### config.mk
export PLATFORM = sky130hd
export DESIGN_NAME = pdag_top
export DESIGN_NICKNAME = d
export VERILOG_FILES = /design/src/include/pdag_pkg.sv /design/src/hdl/pdag_top.sv
export SDC_FILE = /design/constraint.sdc
export NUM_CORES = 1
export LEC_CHECK = 0
export BUFFER_PORTS_ARGS = -buffer_cell sky130_fd_sc_hd__buf_2
export CAP_MARGIN = 20
export CORE_MARGIN = 3
export CORE_UTILIZATION = 53
export CTS_BUF_LIST = sky130_fd_sc_hd__clkbuf_8
export CTS_CLUSTER_DIAMETER = 150
export DETAILED_ROUTE_END_ITERATION = 10
export GPL_TIMING_DRIVEN = 0
export PLACE_DENSITY = 0.85
export SETUP_SLACK_MARGIN = 0.05
export SLEW_MARGIN = 30
export SYNTH_ARGS = -nofsm -noshare
export SYNTH_HDL_FRONTEND = slang
export SYNTH_SLANG_ARGS = --single-unit
### constraint.sdc
create_clock -name clk_in -period 3 [get_ports clk_in]
set_input_delay 0.15 -clock clk_in [delete_from_list [all_inputs] [get_ports clk_in]]
set_output_delay 0.15 -clock clk_in [all_outputs]
set_load 0.01 [all_outputs]
### src/include/pdag_pkg.sv
// package: paged data address generator constants
`default_nettype none
package pdag_pkg;
    // register byte offsets
    localparam logic [7:0] ADDR_READ_PAGE = 8'h00;
    localparam logic [7:0] ADDR_WRITE_PAGE = 8'h04;
    localparam logic [7:0] ADDR_IRQ_STATUS = 8'h08;
    localparam logic [7:0] ADDR_IRQ_MASK = 8'h0C;
    localparam logic [7:0] ADDR_LAST_ADDR = 8'h10;
    // reset values
    localparam logic [9:0] RST_READ_PAGE = 10'h001;
    localparam logic [8:0] RST_WRITE_PAGE = 9'h001;
    localparam logic [2:0] RST_IRQ_MASK = 3'h0;
    // status bit positions
    localparam int BIT_RD_TRAP = 0;
    localparam int BIT_WR_TRAP = 1;
    localparam int BIT_PAGE_STEP = 2;
    // page boundary codes
    localparam logic [9:0] PG_ZERO = 10'h000;
    localparam logic [9:0] PG_FIRST = 10'h001;
    localparam logic [9:0] PG_EDS_LAST = 10'h1FF;
    localparam logic [9:0] PG_PSV_FIRST_LSW = 10'h200;
    localparam logic [9:0] PG_PSV_LAST_LSW = 10'h2FF;
    localparam logic [9:0] PG_PSV_FIRST_MSB = 10'h300;
    localparam logic [9:0] PG_PSV_LAST_MSB = 10'h3FF;
    // addressing modes
    typedef enum logic [2:0] {
        PDAG_MODE_DIRECT,
        PDAG_MODE_PRE_POST,
        PDAG_MODE_REG_OFFSET,
        PDAG_MODE_MODULO,
        PDAG_MODE_BIT_REV
    } pdag_mode_e;
    // axi responses
    localparam logic [1:0] RESP_OKAY = 2'h0;
    localparam logic [1:0] RESP_SLVERR = 2'h2;
endpackage
`default_nettype wire

### src/hdl/pdag_top.sv
// paged data address generator with axi4-lite page registers
`default_nettype none
module pdag_top (
    // clock and reset
    input wire logic clk_in,
    input wire logic rst_n_in,
    // axi4-lite write address
    input wire logic [7:0] s_axi_awaddr_in,
    input wire logic s_axi_awvalid_in,
    output logic s_axi_awready_out,
    // axi4-lite write data
    input wire logic [31:0] s_axi_wdata_in,
    input wire logic [3:0] s_axi_wstrb_in,
    input wire logic s_axi_wvalid_in,
    output logic s_axi_wready_out,
    // axi4-lite write response
    output logic [1:0] s_axi_bresp_out,
    output logic s_axi_bvalid_out,
    input wire logic s_axi_bready_in,
    // axi4-lite read address
    input wire logic [7:0] s_axi_araddr_in,
    input wire logic s_axi_arvalid_in,
    output logic s_axi_arready_out,
    // axi4-lite read data
    output logic [31:0] s_axi_rdata_out,
    output logic [1:0] s_axi_rresp_out,
    output logic s_axi_rvalid_out,
    input wire logic s_axi_rready_in,
    // read access from the address generator
    input wire logic rd_valid_in,
    input wire logic [15:0] rd_ea_in,
    input wire logic [15:0] rd_ea_calc_in,
    input wire logic rd_carry_in,
    input wire logic rd_borrow_in,
    input wire pdag_pkg::pdag_mode_e rd_mode_in,
    // write access from the address generator
    input wire logic wr_valid_in,
    input wire logic [15:0] wr_ea_in,
    input wire logic [15:0] wr_ea_calc_in,
    input wire logic wr_carry_in,
    input wire logic wr_borrow_in,
    input wire pdag_pkg::pdag_mode_e wr_mode_in,
    // memory side
    output logic rd_addr_valid_out,
    output logic [23:0] rd_addr_out,
    output logic rd_paged_out,
    output logic [15:0] rd_ea_next_out,
    output logic wr_addr_valid_out,
    output logic [23:0] wr_addr_out,
    output logic wr_paged_out,
    output logic [15:0] wr_ea_next_out,
    output logic addr_trap_out,
    // interrupt
    output logic irq_out
);
    import pdag_pkg::*;

    typedef struct packed {
        logic [9:0] page;
        logic bit15;
    } pdag_step_s;

    // page step for one access; calc bit 15 is already cleared by carry
    function automatic pdag_step_s step_page(input logic [9:0] pg, input logic is_rd, input logic carry,
                                             input logic borrow, input pdag_mode_e mode, input logic ea15);
        pdag_step_s r;
        r.page = pg;
        r.bit15 = 1'b1;
        if (!ea15 || mode == PDAG_MODE_DIRECT || !(carry || borrow))
        begin
            r.bit15 = 1'b0;
        end
        else if (mode != PDAG_MODE_PRE_POST)
        begin
            r.bit15 = 1'b1;
        end
        else if (carry)
        begin
            if (pg == PG_EDS_LAST || (is_rd && pg == PG_PSV_LAST_MSB))
                r.bit15 = 1'b0;
            else if (is_rd && pg == PG_PSV_LAST_LSW)
                r.page = PG_PSV_FIRST_MSB;
            else
                r.page = 10'(pg + 10'h001);
        end
        else
        begin
            if (is_rd && (pg == PG_FIRST || pg == PG_PSV_FIRST_LSW))
                r.bit15 = 1'b0;
            else if (is_rd && pg == PG_PSV_FIRST_MSB)
                r.page = PG_PSV_LAST_LSW;
            else if (!is_rd && pg == PG_FIRST)
                r.bit15 = 1'b0;
            else
                r.page = 10'(pg - 10'h001);
        end
        return r;
    endfunction

    // page registers
    logic [9:0] read_page_ff;
    logic [8:0] write_page_ff;
    logic [2:0] irq_status_ff;
    logic [2:0] irq_mask_ff;

    // access path
    logic rd_go, wr_go, rd_trap, wr_trap;
    pdag_step_s rd_step, wr_step;
    logic [15:0] rd_ea_fix, wr_ea_fix;
    assign rd_go = rd_valid_in && rd_ea_in[15];
    assign wr_go = wr_valid_in && wr_ea_in[15];
    assign rd_trap = rd_go && read_page_ff == PG_ZERO;
    assign wr_trap = wr_go && write_page_ff == PG_ZERO[8:0];
    // detection needs bit 15 of the unmodified address
    assign rd_step = step_page(read_page_ff, 1'b1, rd_carry_in, rd_borrow_in, rd_mode_in, rd_ea_in[15]);
    assign wr_step = step_page({1'b0, write_page_ff}, 1'b0, wr_carry_in, wr_borrow_in, wr_mode_in, wr_ea_in[15]);
    // bit 15 of the raw calculation is replaced on a paged carry or borrow outside direct mode
    assign rd_ea_fix = (rd_go && (rd_carry_in || rd_borrow_in) && rd_mode_in != PDAG_MODE_DIRECT)
        ? {rd_step.bit15, rd_ea_calc_in[14:0]} : rd_ea_calc_in;
    assign wr_ea_fix = (wr_go && (wr_carry_in || wr_borrow_in) && wr_mode_in != PDAG_MODE_DIRECT)
        ? {wr_step.bit15, wr_ea_calc_in[14:0]} : wr_ea_calc_in;

    // bus slave
    logic aw_hold_ff, w_hold_ff;
    logic [7:0] awaddr_ff;
    logic [31:0] wdata_ff;
    logic [3:0] wstrb_ff;
    logic bus_wr, bus_rd;
    logic [31:0] rd_mux;
    logic rd_hit;
    logic [23:0] last_addr_ff;
    assign bus_wr = aw_hold_ff && w_hold_ff && !s_axi_bvalid_out;
    assign bus_rd = s_axi_arvalid_in && s_axi_arready_out;
    assign rd_hit = s_axi_araddr_in == ADDR_READ_PAGE || s_axi_araddr_in == ADDR_WRITE_PAGE
        || s_axi_araddr_in == ADDR_IRQ_STATUS || s_axi_araddr_in == ADDR_IRQ_MASK
        || s_axi_araddr_in == ADDR_LAST_ADDR;
    assign rd_mux = (s_axi_araddr_in == ADDR_READ_PAGE) ? {22'h0, read_page_ff}
        : (s_axi_araddr_in == ADDR_WRITE_PAGE) ? {23'h0, write_page_ff}
        : (s_axi_araddr_in == ADDR_IRQ_STATUS) ? {29'h0, irq_status_ff}
        : (s_axi_araddr_in == ADDR_IRQ_MASK) ? {29'h0, irq_mask_ff}
        : (s_axi_araddr_in == ADDR_LAST_ADDR) ? {8'h0, last_addr_ff} : 32'h0;

    logic wr_is_rp, wr_is_wp, wr_is_st, wr_is_mk, wr_hit;
    assign wr_is_rp = bus_wr && awaddr_ff == ADDR_READ_PAGE;
    assign wr_is_wp = bus_wr && awaddr_ff == ADDR_WRITE_PAGE;
    assign wr_is_st = bus_wr && awaddr_ff == ADDR_IRQ_STATUS;
    assign wr_is_mk = bus_wr && awaddr_ff == ADDR_IRQ_MASK;
    assign wr_hit = wr_is_rp || wr_is_wp || wr_is_st || wr_is_mk || awaddr_ff == ADDR_LAST_ADDR;

    // next page values: hardware stepping has priority over software writes
    logic [9:0] nxt_read_page;
    logic [8:0] nxt_write_page;
    logic [2:0] nxt_irq_status;
    logic [2:0] set_bits;
    assign nxt_read_page = (rd_go && !rd_trap) ? rd_step.page
        : wr_is_rp ? {wstrb_ff[1] ? wdata_ff[9:8] : read_page_ff[9:8],
                      wstrb_ff[0] ? wdata_ff[7:0] : read_page_ff[7:0]} : read_page_ff;
    assign nxt_write_page = (wr_go && !wr_trap && !write_page_ff[8]) ? wr_step.page[8:0]
        : wr_is_wp ? {wstrb_ff[1] ? wdata_ff[8] : write_page_ff[8],
                      wstrb_ff[0] ? wdata_ff[7:0] : write_page_ff[7:0]} : write_page_ff;
    assign set_bits = {(rd_go && rd_step.page != read_page_ff) || (wr_go && wr_step.page[8:0] != write_page_ff),
                       wr_trap || (wr_go && write_page_ff[8]), rd_trap};
    // set wins over write-one-to-clear
    assign nxt_irq_status = (irq_status_ff & ~((wr_is_st && wstrb_ff[0]) ? wdata_ff[2:0] : 3'h0)) | set_bits;

    always_ff @(posedge clk_in or negedge rst_n_in)
    begin
        if (!rst_n_in)
        begin
            read_page_ff <= RST_READ_PAGE;
            write_page_ff <= RST_WRITE_PAGE;
            irq_status_ff <= 3'h0;
            irq_mask_ff <= RST_IRQ_MASK;
            irq_out <= 1'b0;
        end
        else
        begin
            read_page_ff <= nxt_read_page;
            write_page_ff <= nxt_write_page;
            irq_status_ff <= nxt_irq_status;
            if (wr_is_mk && wstrb_ff[0])
                irq_mask_ff <= wdata_ff[2:0];
            irq_out <= |(nxt_irq_status & irq_mask_ff);
        end
    end

    // address outputs, registered
    always_ff @(posedge clk_in or negedge rst_n_in)
    begin
        if (!rst_n_in)
        begin
            rd_addr_valid_out <= 1'b0;
            rd_addr_out <= 24'h0;
            rd_paged_out <= 1'b0;
            rd_ea_next_out <= 16'h0;
            wr_addr_valid_out <= 1'b0;
            wr_addr_out <= 24'h0;
            wr_paged_out <= 1'b0;
            wr_ea_next_out <= 16'h0;
            addr_trap_out <= 1'b0;
            last_addr_ff <= 24'h0;
        end
        else
        begin
            rd_addr_valid_out <= rd_valid_in && !rd_trap;
            // page bits 8:0 over ea bits 14:0; base space otherwise
            rd_addr_out <= rd_ea_in[15] ? {read_page_ff[8:0], rd_ea_in[14:0]}
                : {8'h0, rd_ea_in};
            rd_paged_out <= rd_ea_in[15] && rd_valid_in;
            rd_ea_next_out <= rd_ea_fix;
            wr_addr_valid_out <= wr_valid_in && !wr_trap && !(wr_go && write_page_ff[8]);
            wr_addr_out <= wr_ea_in[15] ? {write_page_ff, wr_ea_in[14:0]} : {8'h0, wr_ea_in};
            wr_paged_out <= wr_ea_in[15] && wr_valid_in;
            wr_ea_next_out <= wr_ea_fix;
            addr_trap_out <= rd_trap || wr_trap || (wr_go && write_page_ff[8]);
            if (rd_go)
                last_addr_ff <= {read_page_ff[8:0], rd_ea_in[14:0]};
        end
    end

    // axi4-lite handshakes
    always_ff @(posedge clk_in or negedge rst_n_in)
    begin
        if (!rst_n_in)
        begin
            aw_hold_ff <= 1'b0;
            w_hold_ff <= 1'b0;
            awaddr_ff <= 8'h0;
            wdata_ff <= 32'h0;
            wstrb_ff <= 4'h0;
            s_axi_awready_out <= 1'b1;
            s_axi_wready_out <= 1'b1;
            s_axi_bvalid_out <= 1'b0;
            s_axi_bresp_out <= RESP_OKAY;
            s_axi_arready_out <= 1'b1;
            s_axi_rvalid_out <= 1'b0;
            s_axi_rdata_out <= 32'h0;
            s_axi_rresp_out <= RESP_OKAY;
        end
        else
        begin
            if (s_axi_awvalid_in && s_axi_awready_out)
            begin
                aw_hold_ff <= 1'b1;
                awaddr_ff <= s_axi_awaddr_in;
                s_axi_awready_out <= 1'b0;
            end
            if (s_axi_wvalid_in && s_axi_wready_out)
            begin
                w_hold_ff <= 1'b1;
                wdata_ff <= s_axi_wdata_in;
                wstrb_ff <= s_axi_wstrb_in;
                s_axi_wready_out <= 1'b0;
            end
            if (bus_wr)
            begin
                s_axi_bvalid_out <= 1'b1;
                s_axi_bresp_out <= wr_hit ? RESP_OKAY : RESP_SLVERR;
            end
            else if (s_axi_bvalid_out && s_axi_bready_in)
            begin
                s_axi_bvalid_out <= 1'b0;
                aw_hold_ff <= 1'b0;
                w_hold_ff <= 1'b0;
                s_axi_awready_out <= 1'b1;
                s_axi_wready_out <= 1'b1;
            end
            if (bus_rd)
            begin
                s_axi_arready_out <= 1'b0;
                s_axi_rvalid_out <= 1'b1;
                s_axi_rdata_out <= rd_mux;
                s_axi_rresp_out <= rd_hit ? RESP_OKAY : RESP_SLVERR;
            end
            else if (s_axi_rvalid_out && s_axi_rready_in)
            begin
                s_axi_rvalid_out <= 1'b0;
                s_axi_arready_out <= 1'b1;
            end
        end
    end
endmodule
`default_nettype wire

# After elaboration in Yosys (flattened, before gate mapping)
# Index checks and enable logic that the tools add are counted.
# Widths: inputs -> output; s select.
word_totals:
  out_inout_bits: 127
  wordCells: 195
  register_bits: 198
  in_bits: 135
classes:
  reduce_logical: 80
  addsub: 4
  mux: 57
  n_bitwise: 4
  n_eq_ne: 20
ops:
  columns: ["operator", "count"]
  rows:
  - ["$mux 24", 7]
  - ["$mux 10", 9]
  - ["$mux 9", 6]
  - ["$eq 10x10->1 const B", 4]
  - ["$eq 8x4->1 const B", 4]
  - ["$mux 16", 2]
  - ["$logic_and 1x1->1", 30]
  - ["$mux 1", 27]
  - ["$logic_or 1x1->1", 20]
  - ["$eq 8x3->1 const B", 2]
  - ["$eq 8x5->1 const B", 2]
  - ["$logic_not 8->1", 2]
  - ["$reduce_bool 2->1", 8]
  - ["$mux 11", 1]
  - ["$add 10x1->10 const B", 1]
  - ["$eq 10x1->1 const B", 1]
  - ["$eq 10x9->1 const B", 1]
  - ["$logic_not 10->1", 1]
  - ["$ne 10x10->1", 1]
  - ["$sub 10x1->10 const B", 1]
  - ["$add 9x1->9 const B", 1]
  - ["$eq 9x1->1 const B", 1]
  - ["$eq 9x9->1 const B", 1]
  - ["$logic_not 1->1", 9]
  - ["other kinds (14)", 23]

# Logic depth before layout (Yosys ltp)
# Gate-level depths: netlist of run 1.
depth:
  depth_word: 12
  mapped_depth: 8
  depth_no_buf: 8

# Worst setup path after synthesis of run 1
# Ideal clock, no wire load.
synth_path:
  kind: "register to register"
  startpoint: "reg write_page_ff[0]"
  endpoint: "reg irq_out"
  n_path_buf: 0
  path_stages_with_launch: 7
  t_arrival_ns: 2.305
  path_slack_ns: 0.569
  setup_ns: 0.126
  t_required_ns: 2.874
  synth_period_minus_slack_ns: 2.431
  path_cell_list: "dfstp_2 ha_1 or3b_2 or4_1 a22oi_1 o211ai_1 a221o_1"
synth_between:
  elab_chain_cells: 11
  elab_cells_between_ends: 18
  classes_between: "add/sub (2); eq/ne (3); mux (5); bitwise (2); reduce/logical (6)"
synth_rtl:
  columns: ["element", "line_no", "rtl"]
  rows:
  - ["from (decl)", "pdag_top.sv:102", "logic [8:0] write_page_ff;"]
  - ["from (signal assigned)", "pdag_top.sv:179", "write_page_ff <= nxt_write_page;"]
  - ["$sub 9x1->9, or another cell as far along", "pdag_top.sv:95", "r.page = 10'(pg - 10'h001);"]
  - ["$mux 9, on equally long branches", "pdag_top.sv:92, pdag_top.sv:79", null]
  - ["$mux 10", "pdag_top.sv:77", "else if (carry)"]
  - ["$mux 9", "pdag_top.sv:73", "else if (mode != PDAG_MODE_PRE_POST)"]
  - ["$mux 9", "pdag_top.sv:69", "if (!ea15 || mode == PDAG_MODE_DIRECT || !(carry || borrow))"]
  - ["$ne 9x9->1 *", "pdag_top.sv:161", "assign set_bits = {(rd_go && rd_step.page != read_page_ff) || (wr_go && wr_step.page[8:0] != write_page_ff),"]
  - ["$logic_and 1x1->1 *", "pdag_top.sv:161", null]
  - ["$logic_or 1x1->1 *", "pdag_top.sv:161", null]
  - ["$or 3x3->3 *", "pdag_top.sv:164", "assign nxt_irq_status = (irq_status_ff & ~((wr_is_st && wstrb_ff[0]) ? wdata_ff[2:0] : 3'h0)) | set_bits;"]
  - ["via nxt_irq_status[2]", "pdag_top.sv:153", "logic [2:0] nxt_irq_status;"]
  - ["$and 3x3->3 *", "pdag_top.sv:183", "irq_out <= |(nxt_irq_status & irq_mask_ff);"]
  - ["$reduce_or 3->1 *", "pdag_top.sv:183", null]
  - ["to (signal assigned)", "pdag_top.sv:183", null]
  - ["to (decl)", "pdag_top.sv:54", "output logic irq_out"]
# Mark *: on every way through the listed nets, which the timed path passes. The rest lies on a longest branch.
# A chain may end at the register's enable or synchronous reset.

# Worst setup path in the final report of run 1
layout_path:
  startpoint: "reg read_page_ff[1]"
  endpoint: "reg read_page_ff[5]"
layout_between:
  elab_chain_cells: 7
  elab_cells_between_ends: 25
  classes_between: "add/sub (2); eq/ne (6); mux (8); reduce/logical (9)"
layout_rtl:
  columns: ["element", "line_no", "rtl"]
  rows:
  - ["from (decl)", "pdag_top.sv:101", "logic [9:0] read_page_ff;"]
  - ["from (signal assigned)", "pdag_top.sv:178", "read_page_ff <= nxt_read_page;"]
  - ["$sub 10x1->10, or another cell as far along", "pdag_top.sv:95", null]
  - ["$mux 10, or another cell as far along", "pdag_top.sv:90", "else if (is_rd && pg == PG_PSV_FIRST_MSB)"]
  - ["$mux 10, on equally long branches", "pdag_top.sv:88, pdag_top.sv:79", null]
  - ["$mux 11", "pdag_top.sv:77", null]
  - ["$mux 10", "pdag_top.sv:73", null]
  - ["$mux 10", "pdag_top.sv:69", null]
  - ["$mux 10", "pdag_top.sv:155", "assign nxt_read_page = (rd_go && !rd_trap) ? rd_step.page"]
# Several ways; a longest one is shown, not always the timed one.

==> results of run 1 <==
[cell families (layout without fill, tap and decap cells)]
family | after synthesis | after routing | share of synthesized area
DFF | 188 | 188 | 0.587
buffers and inverters | 69 | 428 | 0.0370
adders and majority gates | 6 | 6 | 0.00936
and+or+nand+nor | 288 | 288 | 0.173
muxes | 42 | 42 | 0.0571
other | 1 | 10 | 0.000468
xor gates and xnor gates | 7 | 7 | 0.00764
AOI/OAI and AO/OA | 156 | 156 | 0.128
[area by class of cell]
type / count / area share
clock buffer: 19 / 0.0241
multi-input combinational: 509 / 0.282
tap: 184 / 0.0212
clock inverter: 13 / 0.0112
inverter: 22 / 0.00760
sequential: 188 / 0.434
timing repair buffer: 327 / 0.201
buffer: 47 / 0.0197
[what timing repair did]
item	4_1_cts	5_1_grt
setup buffers	0	3
hold buffers	96	0
setup endpoints to repair	0	5
endpoints found under the hold margin	290	0
gates resized for setup	0	3
[worst reg2reg max path, stage by stage, from the launching register on]
cell	delay, ns
sky130_fd_sc_hd__dfrtp_1	0.51
sky130_fd_sc_hd__inv_1	0.22
sky130_fd_sc_hd__ha_1	0.27
sky130_fd_sc_hd__or3b_2	0.52
sky130_fd_sc_hd__nor2_1	0.24
sky130_fd_sc_hd__a31oi_2	0.27
sky130_fd_sc_hd__o2bb2ai_1	0.22
sky130_fd_sc_hd__a22o_1	0.24
sky130_fd_sc_hd__a221oi_1	0.24
[worst paths after layout]
kind | slack [ns] | end | cells after the start
worst max-delay path | 0.17 | read_page_ff[5]$_DFFE_PN0P_ | 8
worst min-delay path | 0.07 | s_axi_rdata_out[22]$_DFFE_PN0P_ | 2
worst max register to register | 0.17 | read_page_ff[5]$_DFFE_PN0P_ | 8
worst min register to register | 0.50 | last_addr_ff[5]$_DFFE_PN0P_ | 2
max in group asynchronous | 2.28 | write_page_ff[0]$_DFFE_PN1P_ | 3
min in group clk_in | 0.08 | wr_ea_next_out[15]$_DFF_PN0_ | 3
[cells in the final DEF, fill, tap and decap left out, types with 4 or more instances in the layout]
cell,Yosys,layout
sky130_fd_sc_hd__dfrtp_1,183,183
sky130_fd_sc_hd__nand4_1,4,4
sky130_fd_sc_hd__nor2b_1,6,6
sky130_fd_sc_hd__o21ai_0,53,53
sky130_fd_sc_hd__a2bb2oi_1,5,5
sky130_fd_sc_hd__nor3_1,11,11
sky130_fd_sc_hd__a32oi_1,4,4
sky130_fd_sc_hd__nor4_1,6,6
sky130_fd_sc_hd__buf_2,0,225
sky130_fd_sc_hd__conb_1,1,10
sky130_fd_sc_hd__a21o_1,4,4
sky130_fd_sc_hd__dfstp_2,5,5
sky130_fd_sc_hd__o22ai_1,6,6
sky130_fd_sc_hd__inv_6,0,5
sky130_fd_sc_hd__mux2i_1,12,12
sky130_fd_sc_hd__nand3_1,17,17
sky130_fd_sc_hd__clkbuf_8,0,19
sky130_fd_sc_hd__and3_1,5,5
sky130_fd_sc_hd__o211ai_1,6,6
sky130_fd_sc_hd__a221oi_1,6,6
sky130_fd_sc_hd__inv_1,21,22
sky130_fd_sc_hd__or3_1,5,5
sky130_fd_sc_hd__nand2_1,148,148
sky130_fd_sc_hd__ha_1,6,6
sky130_fd_sc_hd__buf_4,10,13
sky130_fd_sc_hd__and2_1,20,20
sky130_fd_sc_hd__a211oi_1,4,4
sky130_fd_sc_hd__xnor2_1,4,4
sky130_fd_sc_hd__clkbuf_1,35,35
sky130_fd_sc_hd__a21oi_1,24,24
sky130_fd_sc_hd__a31oi_1,8,7
sky130_fd_sc_hd__nor2_1,40,40
sky130_fd_sc_hd__a221o_1,5,5
sky130_fd_sc_hd__o32ai_1,4,4
sky130_fd_sc_hd__a41oi_1,4,4
sky130_fd_sc_hd__dlygate4sd3_1,0,96
sky130_fd_sc_hd__mux2_2,30,30
[metrics by stage]
stage / power [mW] / worst slack, ns / instance area, µm²
floorplan: 3.94 / 0.569 / 8050
global placement: 4.43 / -1.17 / 9420
global route: 6.56 / 0.0556 / 10900
CTS: 6.21 / 0.111 / 10800
detailed placement: 4.49 / 0.174 / 9480
finish: 6.30 / 0.172 / 10900
[registers in the layout, summed over array words and instances (netlist names), 2 cells and up]
signal	cells
irq_status_ff	3
s_axi_rdata_out	24
wstrb_ff	2
rd_ea_next_out	16
irq_mask_ff	3
wr_ea_next_out	16
rd_addr_out	24
wdata_ff	10
wr_addr_out	24
last_addr_ff	24
write_page_ff	9
awaddr_ff	8
read_page_ff	10
[metal layers]
metal | GRT usage | part of all wire | up-vias
li1 | - | - | 3353
met1 | 0.386 | 0.37 | 3661
met2 | 0.548 | 0.50 | 542
met3 | 0.0618 | 0.088 | 90
met4 | 0.140 | 0.040 | 0
met5 | 0 | 0 | -
[report_power, final]
group / switching (mW) / total [mW] / leakage [nW] / internal, mW
registers: 0.337 / 3.25 / 2.28 / 2.91
logic: 0.755 / 1.39 / 2.75 / 0.633
clock network: 1.01 / 1.66 / 0.194 / 0.653
total: 2.10 / 6.30 / 5.23 / 4.20
==> reports/qor.yml, run 1 <==
period_minus_slack_ns: 2.83
fill_count: 930
worst_slew_margin_rel: 0.434
ys_types: 69
grt_overflow: 0
power.static_leakage_nw: 5.23
syn_to_final_growth_pct: 35.5
layout-drive-gt1-share: 0.287
maxCapViolations: 0
cell_count_final_fillers_out: 1309
die_width_um: 129
postSynthCellCount: 757
status: "finished, final reports clean"
ys_seq_area_frac: 0.587
synth_largest_type_area_fraction: 0.571
crit_arrival_ns: 3.19
ctsRootBufferMaster: "sky130_fd_sc_hd__clkbuf_8"
final.period_utilization: 0.943
hp-class: "input port to async pin"
detailed_place_hpwl_um: 16100
worstSkewPairLatency_ns: 0.47
critical_path.startpoint: "read_page_ff[1]$_DFFE_PN0P_"
drt_first_pass_iters: 8
placed_cells: 1178
number_of_sinks_on_the_clock_net: 188
tritoncts: "built"
timing.critical_path.to_type: "register"
synth_commonest_cells: "sky130_fd_sc_hd__dfrtp_1, sky130_fd_sc_hd__nand2_1, sky130_fd_sc_hd__o21ai_0"
fp.dieArea_um2: 16600
timing_hold_violations_final: 0
setup_tns_ns: 0
crit_buf_inv: 1
drt-wirelength-per-cell_um: 20.2
antennaDiodeCount: 0
first_global_vias: 7622
viasPerCell: 5.84
final-setup-viol-count: 0
worst_path_max_delay_cell: "sky130_fd_sc_hd__or3b_2"
via_count: 7646
netlist_area_um2: 8020
irDropWorstVdd_mv: 0.446
multi_input_area_um2: 3070
timing.rr.start: "read_page_ff[1]$_DFFE_PN0P_"
clkTransAtPathRegs_ns: 0.10
place.port_buffers: 226
cts_buffers: 17
avgSynthCellArea_um2: 10.6
timing_max_transition_violations_final: 0
tightestPinTransition_ns: 0.841
synth-seq-cells: 188
worst_path_dominant_cell_family: "compound AO/OA/AOI/OAI gates"
holdWs_ns: 0.0671
synth-edff-count: 0
detail-route-antenna-nets: 0
power_density_nw_per_um2: 580
synth-async-reset-ratio: 1.00
drt_iter0_drc: 1040
crit_fanout: 9
die_height_um: 129
finClkSkew_ns: 0.0185
cp-start-kind: "register"
num_io_pins: 262
finalWirelength_um: 26400
worst_ep_required_time_ns: 3.36
postLayoutCoreUtil: 0.742
place_congestion: 0.922
synth_most_common_cell: "sky130_fd_sc_hd__dfrtp_1"
yosys_warnings: 0
grt_first_pass_wirelength_um: 40700
grt_util_all_layers: 0.316
criticalPathCategory: "register to register"
cts.path.max_buffers: 2
antenna_found_initial: 0
grt_start_max_net_pins: 94
placement_rows: 44
layout.area.seq_um2: 4710
design.core.area_um2: 14600
htree_num_levels: 4
critical_path.max_stage_delay_ns: 0.52
drcViolationCount: 0
ys_top_cells_by_area: "sky130_fd_sc_hd__dfrtp_1, sky130_fd_sc_hd__nand2_1, sky130_fd_sc_hd__mux2_2, sky130_fd_sc_hd__o21ai_0, sky130_fd_sc_hd__nor2_1"
fmax_mhz: 354
yosys_most_used_dff: "sky130_fd_sc_hd__dfrtp_1"
initial_core_util: 0.548
number_of_nets_in_the_layout: 1253
rsz0062_at_grt: "no"
yosys_top_cell_by_area: "sky130_fd_sc_hd__dfrtp_1"
crit_path_cell_trace: "inv_1 -> ha_1 -> or3b_2 -> nor2_1 -> a31oi_2 -> o2bb2ai_1 -> a22o_1 -> a221oi_1"
Note: power is estimated with default switching activity, not from simulation.
==> run 2, diff against run 1 <==
--- a/config.mk
+++ b/config.mk
@@ -12,6 +12,7 @@
 export CTS_BUF_LIST = sky130_fd_sc_hd__clkbuf_8
 export CTS_CLUSTER_DIAMETER = 150
 export DETAILED_ROUTE_END_ITERATION = 10
+export GPL_ROUTABILITY_DRIVEN = 0
 export GPL_TIMING_DRIVEN = 0
 export PLACE_DENSITY = 0.85
 export SETUP_SLACK_MARGIN = 0.05
==> constraint.sdc (replaced) <==
create_clock -name clk_in -period 3 [get_ports clk_in]
set_input_delay 0.6 -clock clk_in [delete_from_list [all_inputs] [get_ports clk_in]]
set_output_delay 0.6 -clock clk_in [all_outputs]
set_load 0.01 [all_outputs]
==> run 2 against run 1 <==
Wire length fell by 17%. Via count down 8.9%. Setup slack worse by 0.066 ns. Total power is 3.2% lower. Flip-flop and latch count unchanged. Combinational power fell by 10%. Largest cell class unchanged. Largest power group unchanged.
==> reports/qor.yml, run 2 (synthesis gave the netlist of run 1 again) <==
status: "finished, final reports clean"  # unchanged
grt_start_max_net_pins: 95  # was 94
via_count: 6965  # was 7646
detailed_place_hpwl_um: 15900  # was 16100 µm
place.port_buffers: 226  # unchanged
fp.dieArea_um2: 16600  # unchanged
irDropWorstVdd_mv: 0.661  # was 0.446 mV
finClkSkew_ns: 0.0193  # was 0.0185 ns
initial_core_util: 0.548  # unchanged
rsz0062_at_grt: "yes"  # was no
detail-route-antenna-nets: 0  # unchanged
worst_slew_margin_rel: 0.439  # was 0.434
layout-drive-gt1-share: 0.314  # was 0.287
antenna_found_initial: 1  # was 0
tightestPinTransition_ns: 0.835  # was 0.841 ns
timing_hold_violations_final: 0  # unchanged
worst_ep_required_time_ns: 3.35  # was 3.36 ns
number_of_sinks_on_the_clock_net: 188  # unchanged
cts.path.max_buffers: 2  # unchanged
htree_num_levels: 4  # unchanged
drt_iter0_drc: 1088  # was 1040
maxCapViolations: 0  # unchanged
final-setup-viol-count: 0  # unchanged
cp-start-kind: "register"  # unchanged
criticalPathCategory: "register to register"  # unchanged
number_of_nets_in_the_layout: 1157  # was 1253
postLayoutCoreUtil: 0.677  # was 0.742
final_cell_mix: "sky130_fd_sc_hd__buf_2, sky130_fd_sc_hd__dfrtp_1, sky130_fd_sc_hd__nand2_1"  # unchanged
worstSkewPairLatency_ns: 0.48  # was 0.47 ns
drcViolationCount: 0  # unchanged
finalWirelength_um: 21900  # was 26400 µm
crit_arrival_ns: 3.24  # was 3.19 ns
first_global_vias: 6541  # was 7622
placement_rows: 44  # unchanged
drt_first_pass_iters: 7  # was 8
grt_first_pass_wirelength_um: 33400  # was 40700 µm
timing.critical_path.to_type: "register"  # unchanged
die_width_um: 129  # unchanged
grt_overflow: 0  # unchanged
rrSetupSlack_ns: 0.11  # was 0.17 ns
cell_count_final_fillers_out: 1214  # was 1309
die_height_um: 129  # unchanged
viasPerCell: 5.74  # was 5.84
power_density_nw_per_um2: 615  # was 580 nW/µm²
final.period_utilization: 0.965  # was 0.943
num_io_pins: 262  # unchanged
design.core.area_um2: 14600  # unchanged
tritoncts: "built"  # unchanged
drt-wirelength-per-cell_um: 18.0  # was 20.2 µm
crit_fanout: 8  # was 9
layout_commonest_cell: "sky130_fd_sc_hd__buf_2"  # unchanged
clkTransAtPathRegs_ns: 0.11  # was 0.10 ns
syn_to_final_growth_pct: 23.6  # was 35.5%
timing_max_transition_violations_final: 0  # unchanged
grt_util_all_layers: 0.256  # was 0.316
period_minus_slack_ns: 2.89  # was 2.83 ns
cts_buffers: 17  # unchanged
placed_cells: 1178  # unchanged
hp-class: "input port to register"  # was input port to async pin
power.static_leakage_nw: 4.82  # was 5.23 nW
fmax_mhz: 346  # was 354 MHz
ctsRootBufferMaster: "sky130_fd_sc_hd__clkbuf_8"  # unchanged
-- run 2: cell count changes in the layout (fill, tap and decap cells not counted), sizes merged --
cell / previous run / this run
diode: 0 / 1
inv: 31 / 30
clkinv: 2 / 4
dlygate4sd3: 96 / 1
clkinvlp: 2 / 1
buf: 243 / 242
-- run 2: through the flow --
step | cell area (µm²) | TNS (ns) | setup WS [ns] | total power [mW] | hold slack (ns)
after floorplan | 8050 | 0 | 0.569 | 3.94 | 0.304
after global placement | 9420 | -296.28 | -1.62 | 4.42 | 0.458
after detailed placement | 9480 | 0 | 0.155 | 4.48 | 0.408
after CTS | 9880 | 0 | 0.115 | 6.09 | 0.199
after global routing | 9920 | -0.0154 | -0.0154 | 6.39 | 0.200
final | 9920 | 0 | 0.106 | 6.10 | 0.215
-- run 2: power by group --
part / switching [mW] / internal [mW]
registers: 0.315 / 2.91
logic: 0.707 / 0.540
clock network: 0.975 / 0.652
-- run 2: worst paths after layout --
path | from | cells past startpoint | endpoint
min reg2reg | s_axi_rdata_out[13]$_DFFE_PN0P_ | 2 | s_axi_rdata_out[13]$_DFFE_PN0P_
min in group asynchronous | rst_n_in | 2 | read_page_ff[2]$_DFFE_PN0P_
max in group asynchronous | rst_n_in | 3 | write_page_ff[0]$_DFFE_PN1P_
max | write_page_ff[1]$_DFFE_PN0P_ | 7 | irq_out$_DFF_PN0_
max reg2reg | write_page_ff[1]$_DFFE_PN0P_ | 7 | irq_out$_DFF_PN0_
min | rd_ea_calc_in[13] | 1 | rd_ea_next_out[13]$_DFF_PN0_
-- run 2: worst max-delay path, cell delays in order (launching register included) --
cell and delay (ns):
sky130_fd_sc_hd__dfrtp_1 0.53, sky130_fd_sc_hd__inv_1 0.17, sky130_fd_sc_hd__ha_1 0.17, sky130_fd_sc_hd__or3b_2 0.46, sky130_fd_sc_hd__or4_1 0.44, sky130_fd_sc_hd__a22oi_1 0.45
sky130_fd_sc_hd__o211ai_1 0.20, sky130_fd_sc_hd__a221o_1 0.35
-- run 2: metal layers --
| metal | wire [µm] | vias to the layer above | global-route usage |
|---|---|---|---|
| met5 | 0 | - | 0 |
| met4 | 751 | 0 | 0.105 |
| met3 | 2110 | 85 | 0.0651 |
| met2 | 10500 | 425 | 0.425 |
| met1 | 8440 | 3302 | 0.322 |
| li1 | - | 3153 | - |
-- run 2: cell type report --
type | instances | area [µm²]
Fill cell | 1139 | 4730
Sequential cell | 188 | 4710
Multi-Input combinational cell | 509 | 3070
Timing Repair Buffer | 231 | 1220
Clock buffer | 19 | 262
Tap cell | 184 | 230
Buffer | 47 | 214
Clock inverter | 13 | 125
Inverter | 22 | 82.6
Antenna cell | 1 | 2.50
-- run 2: repair_timing --
| item | in CTS | in global routing |
|---|---|---|
| hold endpoints to repair | 5 | 0 |
| setup endpoints to repair | 0 | 3 |
| gates resized for setup | 0 | 4 |
| setup buffers | 0 | 2 |
| hold buffers | 1 | 0 |
